### src/hdl/pvic_pkg.sv
// constants and types shared by the vectored interrupt controller
`default_nettype none
package pvic_pkg;
	// ================================================================
	// register map (byte addresses; printed offset is not word aligned)
	localparam logic [11:0] REG_IDX_PEND_ONE = 12'hfc3;
	localparam logic [11:0] REG_IDX_PEND_TWO = 12'hfc4;
	localparam logic [11:0] REG_IDX_CTRL = 12'hfc5;
	localparam logic [11:0] REG_IDX_PRIO_LO = 12'hfc6;
	localparam logic [11:0] REG_IDX_PRIO_HI = 12'hfc7;
	localparam logic [11:0] REG_IDX_VECTOR = 12'hfc8;
	localparam logic [13:0] ADDR_PEND_ONE = {REG_IDX_PEND_ONE, 2'b00};
	localparam logic [13:0] ADDR_PEND_TWO = {REG_IDX_PEND_TWO, 2'b00};
	localparam logic [13:0] ADDR_CTRL = {REG_IDX_CTRL, 2'b00};
	localparam logic [13:0] ADDR_PRIO_LO = {REG_IDX_PRIO_LO, 2'b00};
	localparam logic [13:0] ADDR_PRIO_HI = {REG_IDX_PRIO_HI, 2'b00};
	localparam logic [13:0] ADDR_VECTOR = {REG_IDX_VECTOR, 2'b00};
	localparam logic [7:0] RST_PEND = 8'h00;
	localparam logic [15:0] RST_PRIO = 16'h5555;
	localparam int CTRL_EN_BIT = 0;
	localparam logic [1:0] RESP_OKAY = 2'b00;
	localparam logic [1:0] RESP_SLVERR = 2'b10;
	// ================================================================
	// sources in fixed table order, index 0 ranks first
	localparam int NSRC = 20;
	localparam int NTRAP = 4;
	localparam int PEND_TWO_BASE = 12;
	localparam logic [15:0] VEC_RESET = 16'h0002;
	localparam logic [15:0] VEC_NONE = 16'h0000;
	localparam logic [1:0] LVL_TOP = 2'd3;
	localparam logic [NSRC*16-1:0] VEC_TABLE = {
		16'h0034, 16'h0032, 16'h0030,
		16'h0026, 16'h0024, 16'h0022, 16'h0020,
		16'h001e, 16'h001c, 16'h001a, 16'h0018,
		16'h0016, 16'h0010, 16'h000e, 16'h000c, 16'h000a,
		16'h0006, 16'h003c, 16'h003a, 16'h0004};
	// ================================================================
	// request bundle (pending and level) from top to arbiter
	typedef struct packed {
		logic [NSRC-1:0] pending;
		logic [NSRC*2-1:0] level;
	} pvic_arb_in_s;
endpackage
`default_nettype wire

### src/hdl/pvic_arb_if.sv
// bundle between the controller and its arbiter
`default_nettype none
interface pvic_arb_if;
	import pvic_pkg::*;
	pvic_arb_in_s req;
	logic found;
	logic [4:0] winner;
	modport ctrl (output req, input found, input winner);
	modport arb (input req, output found, output winner);
endinterface
`default_nettype wire

### src/hdl/pvic_top.sv
// vectored interrupt controller with AXI4-Lite register port
`default_nettype none
module pvic_top
	import pvic_pkg::*;
(
	input wire logic aclk,
	input wire logic aresetn,
	input wire logic [13:0] s_axi_awaddr,
	input wire logic s_axi_awvalid,
	output logic s_axi_awready,
	input wire logic [31:0] s_axi_wdata,
	input wire logic [3:0] s_axi_wstrb,
	input wire logic s_axi_wvalid,
	output logic s_axi_wready,
	output logic [1:0] s_axi_bresp,
	output logic s_axi_bvalid,
	input wire logic s_axi_bready,
	input wire logic [13:0] s_axi_araddr,
	input wire logic s_axi_arvalid,
	output logic s_axi_arready,
	output logic [31:0] s_axi_rdata,
	output logic [1:0] s_axi_rresp,
	output logic s_axi_rvalid,
	input wire logic s_axi_rready,
	input wire logic wdt_req,
	input wire logic posc_fail_req,
	input wire logic wosc_fail_req,
	input wire logic illegal_instr_req,
	input wire logic timer1_req,
	input wire logic timer0_req,
	input wire logic uart_rx_req,
	input wire logic uart_tx_req,
	input wire logic adc_req,
	input wire logic [7:0] porta_pinx_req,
	input wire logic cmp_req,
	input wire logic [3:2] portd_pinx_req,
	input wire logic [3:1] portc_pinx_req,
	input wire logic disable_irq_instr,
	input wire logic trap_instr,
	input wire logic cpu_ack,
	output logic irq_to_cpu,
	output logic [15:0] vector_addr,
	output logic [7:0] vector_byte_even,
	output logic [7:0] vector_byte_odd,
	output logic vector_valid,
	output logic global_irq_enable
);
	typedef struct packed {
		logic [NSRC-1:0] pend;
		logic [NSRC*2-1:0] level;
		logic gie;
		logic irq;
		logic [15:0] vec;
		logic vec_valid;
		logic aw_got;
		logic [13:0] aw_addr;
		logic w_got;
		logic [31:0] w_data;
		logic [3:0] w_strb;
		logic bvalid;
		logic [1:0] bresp;
		logic rvalid;
		logic [31:0] rdata;
		logic [1:0] rresp;
	} pvic_state_s;

	pvic_state_s st;
	pvic_state_s next_st;
	pvic_arb_if arb_bus();
	logic [NSRC-1:0] pulse;
	logic [NSRC-1:0] sw_clr;
	logic [NSRC-1:0] sw_set;
	logic [NSRC-1:0] ack_clr;
	logic [NSRC-1:0] trap_mask;
	logic do_write;
	logic [7:0] wbyte;
	logic trap_hit;

	// ================================================================
	// request pulses gathered in table order
	always_comb begin
		pulse[0] = wdt_req;
		pulse[1] = posc_fail_req;
		pulse[2] = wosc_fail_req;
		pulse[3] = illegal_instr_req;
		pulse[4] = timer1_req;
		pulse[5] = timer0_req;
		pulse[6] = uart_rx_req;
		pulse[7] = uart_tx_req;
		pulse[8] = adc_req;
		pulse[9] = porta_pinx_req[7];
		pulse[10] = porta_pinx_req[6] | cmp_req;
		pulse[11] = porta_pinx_req[5];
		pulse[12] = porta_pinx_req[4];
		pulse[13] = porta_pinx_req[3] | portd_pinx_req[3];
		pulse[14] = porta_pinx_req[2] | portd_pinx_req[2];
		pulse[15] = porta_pinx_req[1];
		pulse[16] = porta_pinx_req[0];
		pulse[17] = portc_pinx_req[3];
		pulse[18] = portc_pinx_req[2];
		pulse[19] = portc_pinx_req[1];
	end

	// ================================================================
	// arbiter sees only pending sources
	always_comb begin
		arb_bus.req.pending = st.pend;
		arb_bus.req.level = st.level;
	end

	pvic_arb u_arb (
		.arb(arb_bus)
	);

	// ================================================================
	// software write decode; pending registers map to bit ranges
	assign do_write = st.aw_got && st.w_got && !st.bvalid;
	assign wbyte = st.w_strb[0] ? st.w_data[7:0] : 8'h00;
	always_comb begin
		sw_clr = '0;
		sw_set = '0;
		if (do_write && st.w_strb[0]) begin
			if (st.aw_addr == ADDR_PEND_ONE) begin
				// port A bits: 7 -> idx 9 ... 0 -> idx 16
				for (int b = 0; b < 8; b++) begin
					sw_set[16-b] = wbyte[b];
					sw_clr[16-b] = !wbyte[b];
				end
			end else if (st.aw_addr == ADDR_PEND_TWO) begin
				// bits 0..4 -> idx 4..8, bits 5..7 -> idx 17..19; byte lanes 1..3 unused
				for (int b = 0; b < 5; b++) begin
					sw_set[4+b] = wbyte[b];
					sw_clr[4+b] = !wbyte[b];
				end
				for (int b = 5; b < 8; b++) begin
					sw_set[12+b] = wbyte[b];
					sw_clr[12+b] = !wbyte[b];
				end
			end
		end
	end

	// acknowledge clears only the source the arbiter picks in the ack cycle
	always_comb begin
		ack_clr = '0;
		if (cpu_ack && st.vec_valid && arb_bus.found) begin
			ack_clr[arb_bus.winner] = 1'b1;
		end
	end

	assign trap_mask = {{(NSRC - NTRAP){1'b0}}, 4'b1110};
	assign trap_hit = |(pulse & trap_mask);

	// ================================================================
	// next state
	always_comb begin
		next_st = st;
		// pulse wins over any clear; capture ignores gie
		next_st.pend = ((st.pend & ~sw_clr & ~ack_clr) | sw_set) |
			pulse;
		// traps are never masked by level; watchdog is level 3 too
		if (do_write && st.aw_addr == ADDR_PRIO_LO) begin
			for (int i = 0; i < 4; i++) begin
				if (st.w_strb[i]) begin
					next_st.level[8*i +: 8] = st.w_data[8*i +: 8];
				end
			end
		end
		if (do_write && st.aw_addr == ADDR_PRIO_HI && st.w_strb[0]) begin
			next_st.level[39:32] = st.w_data[7:0];
		end
		if (do_write && st.aw_addr == ADDR_CTRL && st.w_strb[0]) begin
			next_st.gie = st.w_data[CTRL_EN_BIT];
		end
		if (disable_irq_instr || trap_instr || trap_hit ||
			(cpu_ack && st.vec_valid)) begin
			next_st.gie = 1'b0;
		end
		// forward irq and flag vector valid only while enabled; vec itself always updates
		next_st.irq = st.gie && arb_bus.found;
		next_st.vec_valid = st.gie && arb_bus.found;
		next_st.vec = arb_bus.found ?
			VEC_TABLE[16*arb_bus.winner +: 16] : VEC_NONE;
		// ----- AXI write channel
		if (s_axi_awvalid && !st.aw_got) begin
			next_st.aw_got = 1'b1;
			next_st.aw_addr = s_axi_awaddr;
		end
		if (s_axi_wvalid && !st.w_got) begin
			next_st.w_got = 1'b1;
			next_st.w_data = s_axi_wdata;
			next_st.w_strb = s_axi_wstrb;
		end
		if (do_write) begin
			next_st.bvalid = 1'b1;
			next_st.bresp = (st.aw_addr == ADDR_PEND_ONE ||
				st.aw_addr == ADDR_PEND_TWO ||
				st.aw_addr == ADDR_CTRL ||
				st.aw_addr == ADDR_PRIO_LO ||
				st.aw_addr == ADDR_PRIO_HI ||
				st.aw_addr == ADDR_VECTOR) ? RESP_OKAY : RESP_SLVERR;
		end
		if (st.bvalid && s_axi_bready) begin
			next_st.bvalid = 1'b0;
			next_st.aw_got = 1'b0;
			next_st.w_got = 1'b0;
		end
		// ----- AXI read channel
		if (s_axi_arvalid && !st.rvalid) begin
			next_st.rvalid = 1'b1;
			next_st.rresp = RESP_OKAY;
			next_st.rdata = 32'h0000_0000;
			case (s_axi_araddr)
				ADDR_PEND_ONE: begin
					for (int b = 0; b < 8; b++) begin
						next_st.rdata[b] = st.pend[16-b];
					end
				end
				ADDR_PEND_TWO: begin
					next_st.rdata[4:0] = st.pend[8:4];
					next_st.rdata[7:5] = st.pend[19:17];
				end
				ADDR_CTRL: next_st.rdata[CTRL_EN_BIT] = st.gie;
				ADDR_PRIO_LO: next_st.rdata = st.level[31:0];
				ADDR_PRIO_HI: next_st.rdata[7:0] = st.level[39:32];
				ADDR_VECTOR: next_st.rdata = {15'h0000, st.vec_valid, st.vec};
				default: next_st.rresp = RESP_SLVERR;
			endcase
		end
		if (st.rvalid && s_axi_rready) begin
			next_st.rvalid = 1'b0;
		end
	end

	// ================================================================
	// state register; reset also selects the reset vector
	always_ff @(posedge aclk) begin
		if (!aresetn) begin
			st <= '0;
			st.level <= {RST_PRIO, RST_PRIO, 8'h55};
			st.vec <= VEC_RESET;
		end else begin
			st <= next_st;
		end
	end

	// ================================================================
	// outputs straight from the state register
	assign s_axi_awready = !st.aw_got;
	assign s_axi_wready = !st.w_got;
	assign s_axi_bvalid = st.bvalid;
	assign s_axi_bresp = st.bresp;
	assign s_axi_arready = !st.rvalid;
	assign s_axi_rvalid = st.rvalid;
	assign s_axi_rdata = st.rdata;
	assign s_axi_rresp = st.rresp;
	assign irq_to_cpu = st.irq;
	assign vector_addr = st.vec;
	assign vector_byte_even = st.vec[15:8];
	assign vector_byte_odd = st.vec[7:0];
	assign vector_valid = st.vec_valid;
	assign global_irq_enable = st.gie;
endmodule
`default_nettype wire

### src/hdl/pvic_arb.sv
// priority arbiter: level first, then table order
`default_nettype none
module pvic_arb
	import pvic_pkg::*;
(
	pvic_arb_if.arb arb
);
	logic [NSRC-1:0] hit3;
	logic [NSRC-1:0] hit2;
	logic [NSRC-1:0] hit1;
	logic [NSRC-1:0] pick;
	// ================================================================
	// per-source level decode
	genvar g;
	generate
		for (g = 0; g < NSRC; g++) begin : g_src
			logic [1:0] lv;
			// traps and watchdog always sit at the top level
			assign lv = (g < NTRAP) ? LVL_TOP :
				arb.req.level[2*g +: 2];
			assign hit3[g] = arb.req.pending[g] && lv == 2'd3;
			assign hit2[g] = arb.req.pending[g] && lv == 2'd2;
			assign hit1[g] = arb.req.pending[g] && lv == 2'd1;
		end
	endgenerate
	// ================================================================
	// level 3 beats 2 beats 1; level 0 means source masked
	always_comb begin
		if (|hit3) begin
			pick = hit3;
		end else if (|hit2) begin
			pick = hit2;
		end else begin
			pick = hit1;
		end
	end
	always_comb begin
		arb.found = |pick;
		arb.winner = 5'd0;
		for (int i = NSRC - 1; i >= 0; i--) begin
			if (pick[i]) begin
				arb.winner = 5'(i);
			end
		end
	end
endmodule
`default_nettype wire

### config.mk
export PLATFORM = sky130hd
export DESIGN_NAME = pvic_top
export DESIGN_NICKNAME = d
export VERILOG_FILES = /design/src/hdl/pvic_pkg.sv /design/src/hdl/pvic_arb_if.sv /design/src/hdl/pvic_top.sv /design/src/hdl/pvic_arb.sv
export SDC_FILE = /design/constraint.sdc
export NUM_CORES = 1
export LEC_CHECK = 0
export BUFFER_PORTS_ARGS = -buffer_cell sky130_fd_sc_hd__buf_2
export CORE_MARGIN = 2
export CORE_UTILIZATION = 50
export CTS_CLUSTER_SIZE = 12
export DETAILED_ROUTE_END_ITERATION = 8
export HOLD_SLACK_MARGIN = 0.03
export MAX_ROUTING_LAYER = met4
export PLACE_DENSITY = 0.82
export SLEW_MARGIN = 20
export SYNTH_ARGS = -nofsm -noshare
export SYNTH_HDL_FRONTEND = slang
export SYNTH_SLANG_ARGS = --single-unit
export TNS_END_PERCENT = 50
### constraint.sdc
create_clock -name aclk -period 3.3 [get_ports aclk]
set_clock_uncertainty 0.05 [all_clocks]
set_input_delay 0.33 -clock aclk [delete_from_list [all_inputs] [get_ports aclk]]
set_output_delay 0.33 -clock aclk [all_outputs]
set_load 0.01 [all_outputs]
==> impl_metrics.csv <==
group,metric,value,unit
worst_setup_path,slowest_stage,"a221o_1",
logic_synthesis,yosysTopAreaCellShare,39.44,%
worst_setup_path,worstSetupStartpointType,"flip-flop",
hold_path,hp-class,"primary input to flip-flop",
global_routing,grt_max_degree,120,
placement,port_buffers,148,
logic_synthesis,ys_seq_area_share,39.44,%
cts,insertion_delay,0.44,ns
placement,place_hpwl,19180,um
pwr,pwr-share-seq,42.5,%
global_routing,gr-total-overflow,0,
logic_synthesis,syn-instance-count,968,
layout,num_antenna_cells,0,
global_routing,grt_pass1_vias,7554,
worst_setup_path,critPathLaunch,"arb_bus.req[17]$_SDFFE_PN0P_",
logic_synthesis,synth-main-ff-cell,"dfxtp_1",
worst_setup_path,cpMostUsedCell,"buf_4",
cts,clkSinkCount,155,
worst_setup_path,worst_setup_path_end_kind,"flip-flop",
global_routing,grt_pass1_wl,40120,um
route,antenna_left,0,
logic_synthesis,synth-edff-count,0,
run_status,violations,"negative setup slack",
route,post-route-drc-count,0,
pwr,combPwrFrac,16.8,%
pwr,netSwitchingFraction,29.11,%
floorplan,die_area,16750,um2
sta,setup_slack,-0.1666,ns
global_routing,track_usage,32.20,%
layout,synthToLayoutAreaGrowth,33.11,%
route,vias_per_cell,5.697,
route,wl,26130,um
route,vias,8124,
worst_setup_path,cp.required,3.61,ns
sta,fin_crit,3.467,ns
logic_synthesis,synth_top_cell_by_area,"dfxtp_1",
floorplan,core,15310,um2
route,wire_per_inst,18.32,um
worst_setup_path,max_stage_delay,0.39,ns
worst_setup_path,path_class,"flip-flop to flip-flop",
cts,cts_root_buf,"clkbuf_16",
placement,dp_slack,-0.2545,ns
logic_synthesis,ys_types,78,
run_status,status,"finished, violations left",
sta,finalMaxSlewViolations,0,
worst_setup_path,regToRegSetupSlack,-0.17,ns
pwr,pwr_density_cell,455.5,nW/um2
sta,maxSlewHeadroom,35.26,%
cts,clockBufferDepth,2,
worst_setup_path,crit_end,"vector_addr[4]$_SDFF_PN0_",
global_routing,antenna_found_initial,0,
worst_setup_path,crit_arrival,3.78,ns
run,drv_cap,0,
floorplan,start_util,51.37,%
worst_setup_path,regToRegEndpoint,"vector_addr[4]$_SDFF_PN0_",
pwr,p_int,0.003381,W
logic_synthesis,syn-cell-area,7868,um2
floorplan,die_w,129.4,um
logic_synthesis,syn_avg_cell_area,8.128,um2
pwr,switching_power,0.001389,W
layout,fin_nets,1305,
hold_path,hold_depth,3,
pwr,power.clock.fraction,40.7,%
cts,cts_tree,"yes",
logic_synthesis,ys_warn_count,0,
worst_setup_path,crit_path_max_fanout,4,
logic_synthesis,synthArstFlopShare,0,%
sta,hold_violations,0,
placement,dp_cells,1378,
pwr,vdd_drop_max,0.3622,mV
worst_setup_path,crit_chain,"buf_4 -> nand3_2 -> nand2_2 -> nor4_4 -> buf_4 -> and3_4 -> buf_6 -> a41oi_2 -> buf_4 -> a221o_1 -> a221oi_4 -> inv_2 -> ha_4 -> or3_1 -> a31oi_1",
worst_setup_path,reg2reg_from,"arb_bus.req[17]$_SDFFE_PN0P_",
route,drtIter0Drc,770,
sta,hold-worst-slack,0.05569,ns
sta,rsz0062_at_grt,"true",
logic_synthesis,synthTopCellsByArea,"dfxtp_1, nand2_1, a21oi_1",
floorplan,rows,45,
pwr,p_leak,4.671,nW
logic_synthesis,synth_seq_cells,155,
layout,drive_gt1_share,36.63,%
worst_setup_path,r2r_cells,15,
layout,finalNonFillerCells,1426,
cts,numCtsBuffers,17,
cts,clk_pin_slew_worst_paths,0.07,ns
route,drt_first_pass_iters,6,
sta,finalSetupViolations,18,
floorplan,ios,173,
sta,max_clock_freq,288.5,MHz
placement,place_congestion,0.9921,
sta,worstMarginPinSlew,0.9688,ns
cts,h-tree-depth,4,
sta,period_share,105.0,%
floorplan,die_height,129.4,um
cells by family after synthesis:
kind of cell	after synthesis	share of synthesized area, %
other	1	0.04766
multiplexers	48	6.329
AO/OA/AOI/OAI	230	18.97
XOR/XNOR	2	0.2227
adder cells (fa/ha/maj)	6	0.9542
AND/OR/NAND/NOR	388	23.81
buffers and inverters	138	10.23
flip-flops	155	39.44
metrics by stage:
step	utilization, %	power [W]	cell area (um2)	TNS [ns]
global route	68.38	0.004936	10470	-4.318
global placement	61.13	0.002713	9361	-3.095
CTS	67.40	0.004725	10320	-0.3420
finish	68.38	0.004770	10470	-1.469
floorplan	-	0.002468	7955	0
detailed placement	61.13	0.002721	9361	-3.789
power groups by stage:
stage                     combinational, W  sequential, W  clock [W]
after global placement            0.000653        0.00206          0
after CTS                         0.000747        0.00202    0.00196
after detailed placement          0.000660        0.00206          0
final                             0.000801        0.00203    0.00194
after floorplan                   0.000431        0.00204          0
after global routing              0.000861        0.00203    0.00204
routing by layer:
layer / global-route usage [%] / routed length, um / vias to the layer above
met5: - / 0 / -
met4: 11.57 / 873 / 0
met3: 6.689 / 2282 / 77
met2: 49.97 / 11960 / 428
met1: 41.72 / 11010 / 3808
li1: - / - / 3811
Yosys cell counts (all sizes together) (11+ instances only):
cell      n
nor3     14
nand3    54
a211oi   11
clkbuf   40
mux2i    46
a21oi   118
o21ai    20
inv      19
o211ai   11
nand2   195
dfxtp   155
nor2     53
buf      79
cells in the final DEF, fill, tap and decap left out, drive strengths merged, types with 7 or more instances in the layout:
cell type	instances
inv	25
nand3b	10
mux2i	46
nor2	53
nor3	14
nand3	54
or3	7
and3	10
o21ai	20
nand2	195
a222oi	7
clkbuf	18
o21a	8
a211oi	11
dfxtp	155
a21oi	118
a31oi	9
nand4	9
conb	24
buf	310
o211ai	11
worst min-delay path by stage:
stage / startpoint / to
global placement: s_axi_rdata[10]$_SDFFE_PN0P_ / s_axi_rdata[10]$_SDFFE_PN0P_
floorplan: s_axi_rready / s_axi_rvalid$_SDFFE_PP0P_
CTS: wdt_req / arb_bus.req[40]$_SDFF_PN0_
global route: wdt_req / arb_bus.req[40]$_SDFF_PN0_
detailed placement: s_axi_rdata[25]$_SDFFE_PN0P_ / s_axi_rdata[25]$_SDFFE_PN0P_
finish: wdt_req / arb_bus.req[40]$_SDFF_PN0_
area by class of cell:
cell class                      instances  area, um2
Clock buffer                           18      429.2
Clock inverter                         14      153.9
Fill cell                            1288       4842
Inverter                               19      75.07
Multi-Input combinational cell        698       4400
Sequential cell                       155       3120
Tap cell                              211      264.0
Timing Repair Buffer                  311       2029
state kept, by name, indices dropped and copies added (netlist names):
| register | count |
|---|---|
| s_axi_rdata | 32 |
| vector_valid | 1 |
| arb_bus.req | 60 |
| s_axi_rvalid | 1 |
| vector_addr | 5 |
| s_axi_bresp | 1 |
| s_axi_bvalid | 1 |
| global_irq_enable | 1 |
| st | 52 |
| s_axi_rresp | 1 |
what timing repair did:
action | 4_1_cts | 5_1_grt
hold buffers | 1 | 0
buffers inserted | 15 | 2
endpoints found under the setup margin | 24 | 26
pin swaps | 24 | 18
resized for setup | 63 | 39
hold endpoints to repair | 1 | 0
critical path: cells and delay by family, from the launching register on:
kind / cells / cell delay, ns
adder cells (fa/ha/maj): 1 / 0.20
buffers and inverters: 5 / 0.71
AND/OR/NAND/NOR: 5 / 1.06
flip-flops: 1 / 0.33
AO/OA/AOI/OAI: 4 / 1.02
(Power assumes the default switching activity.)
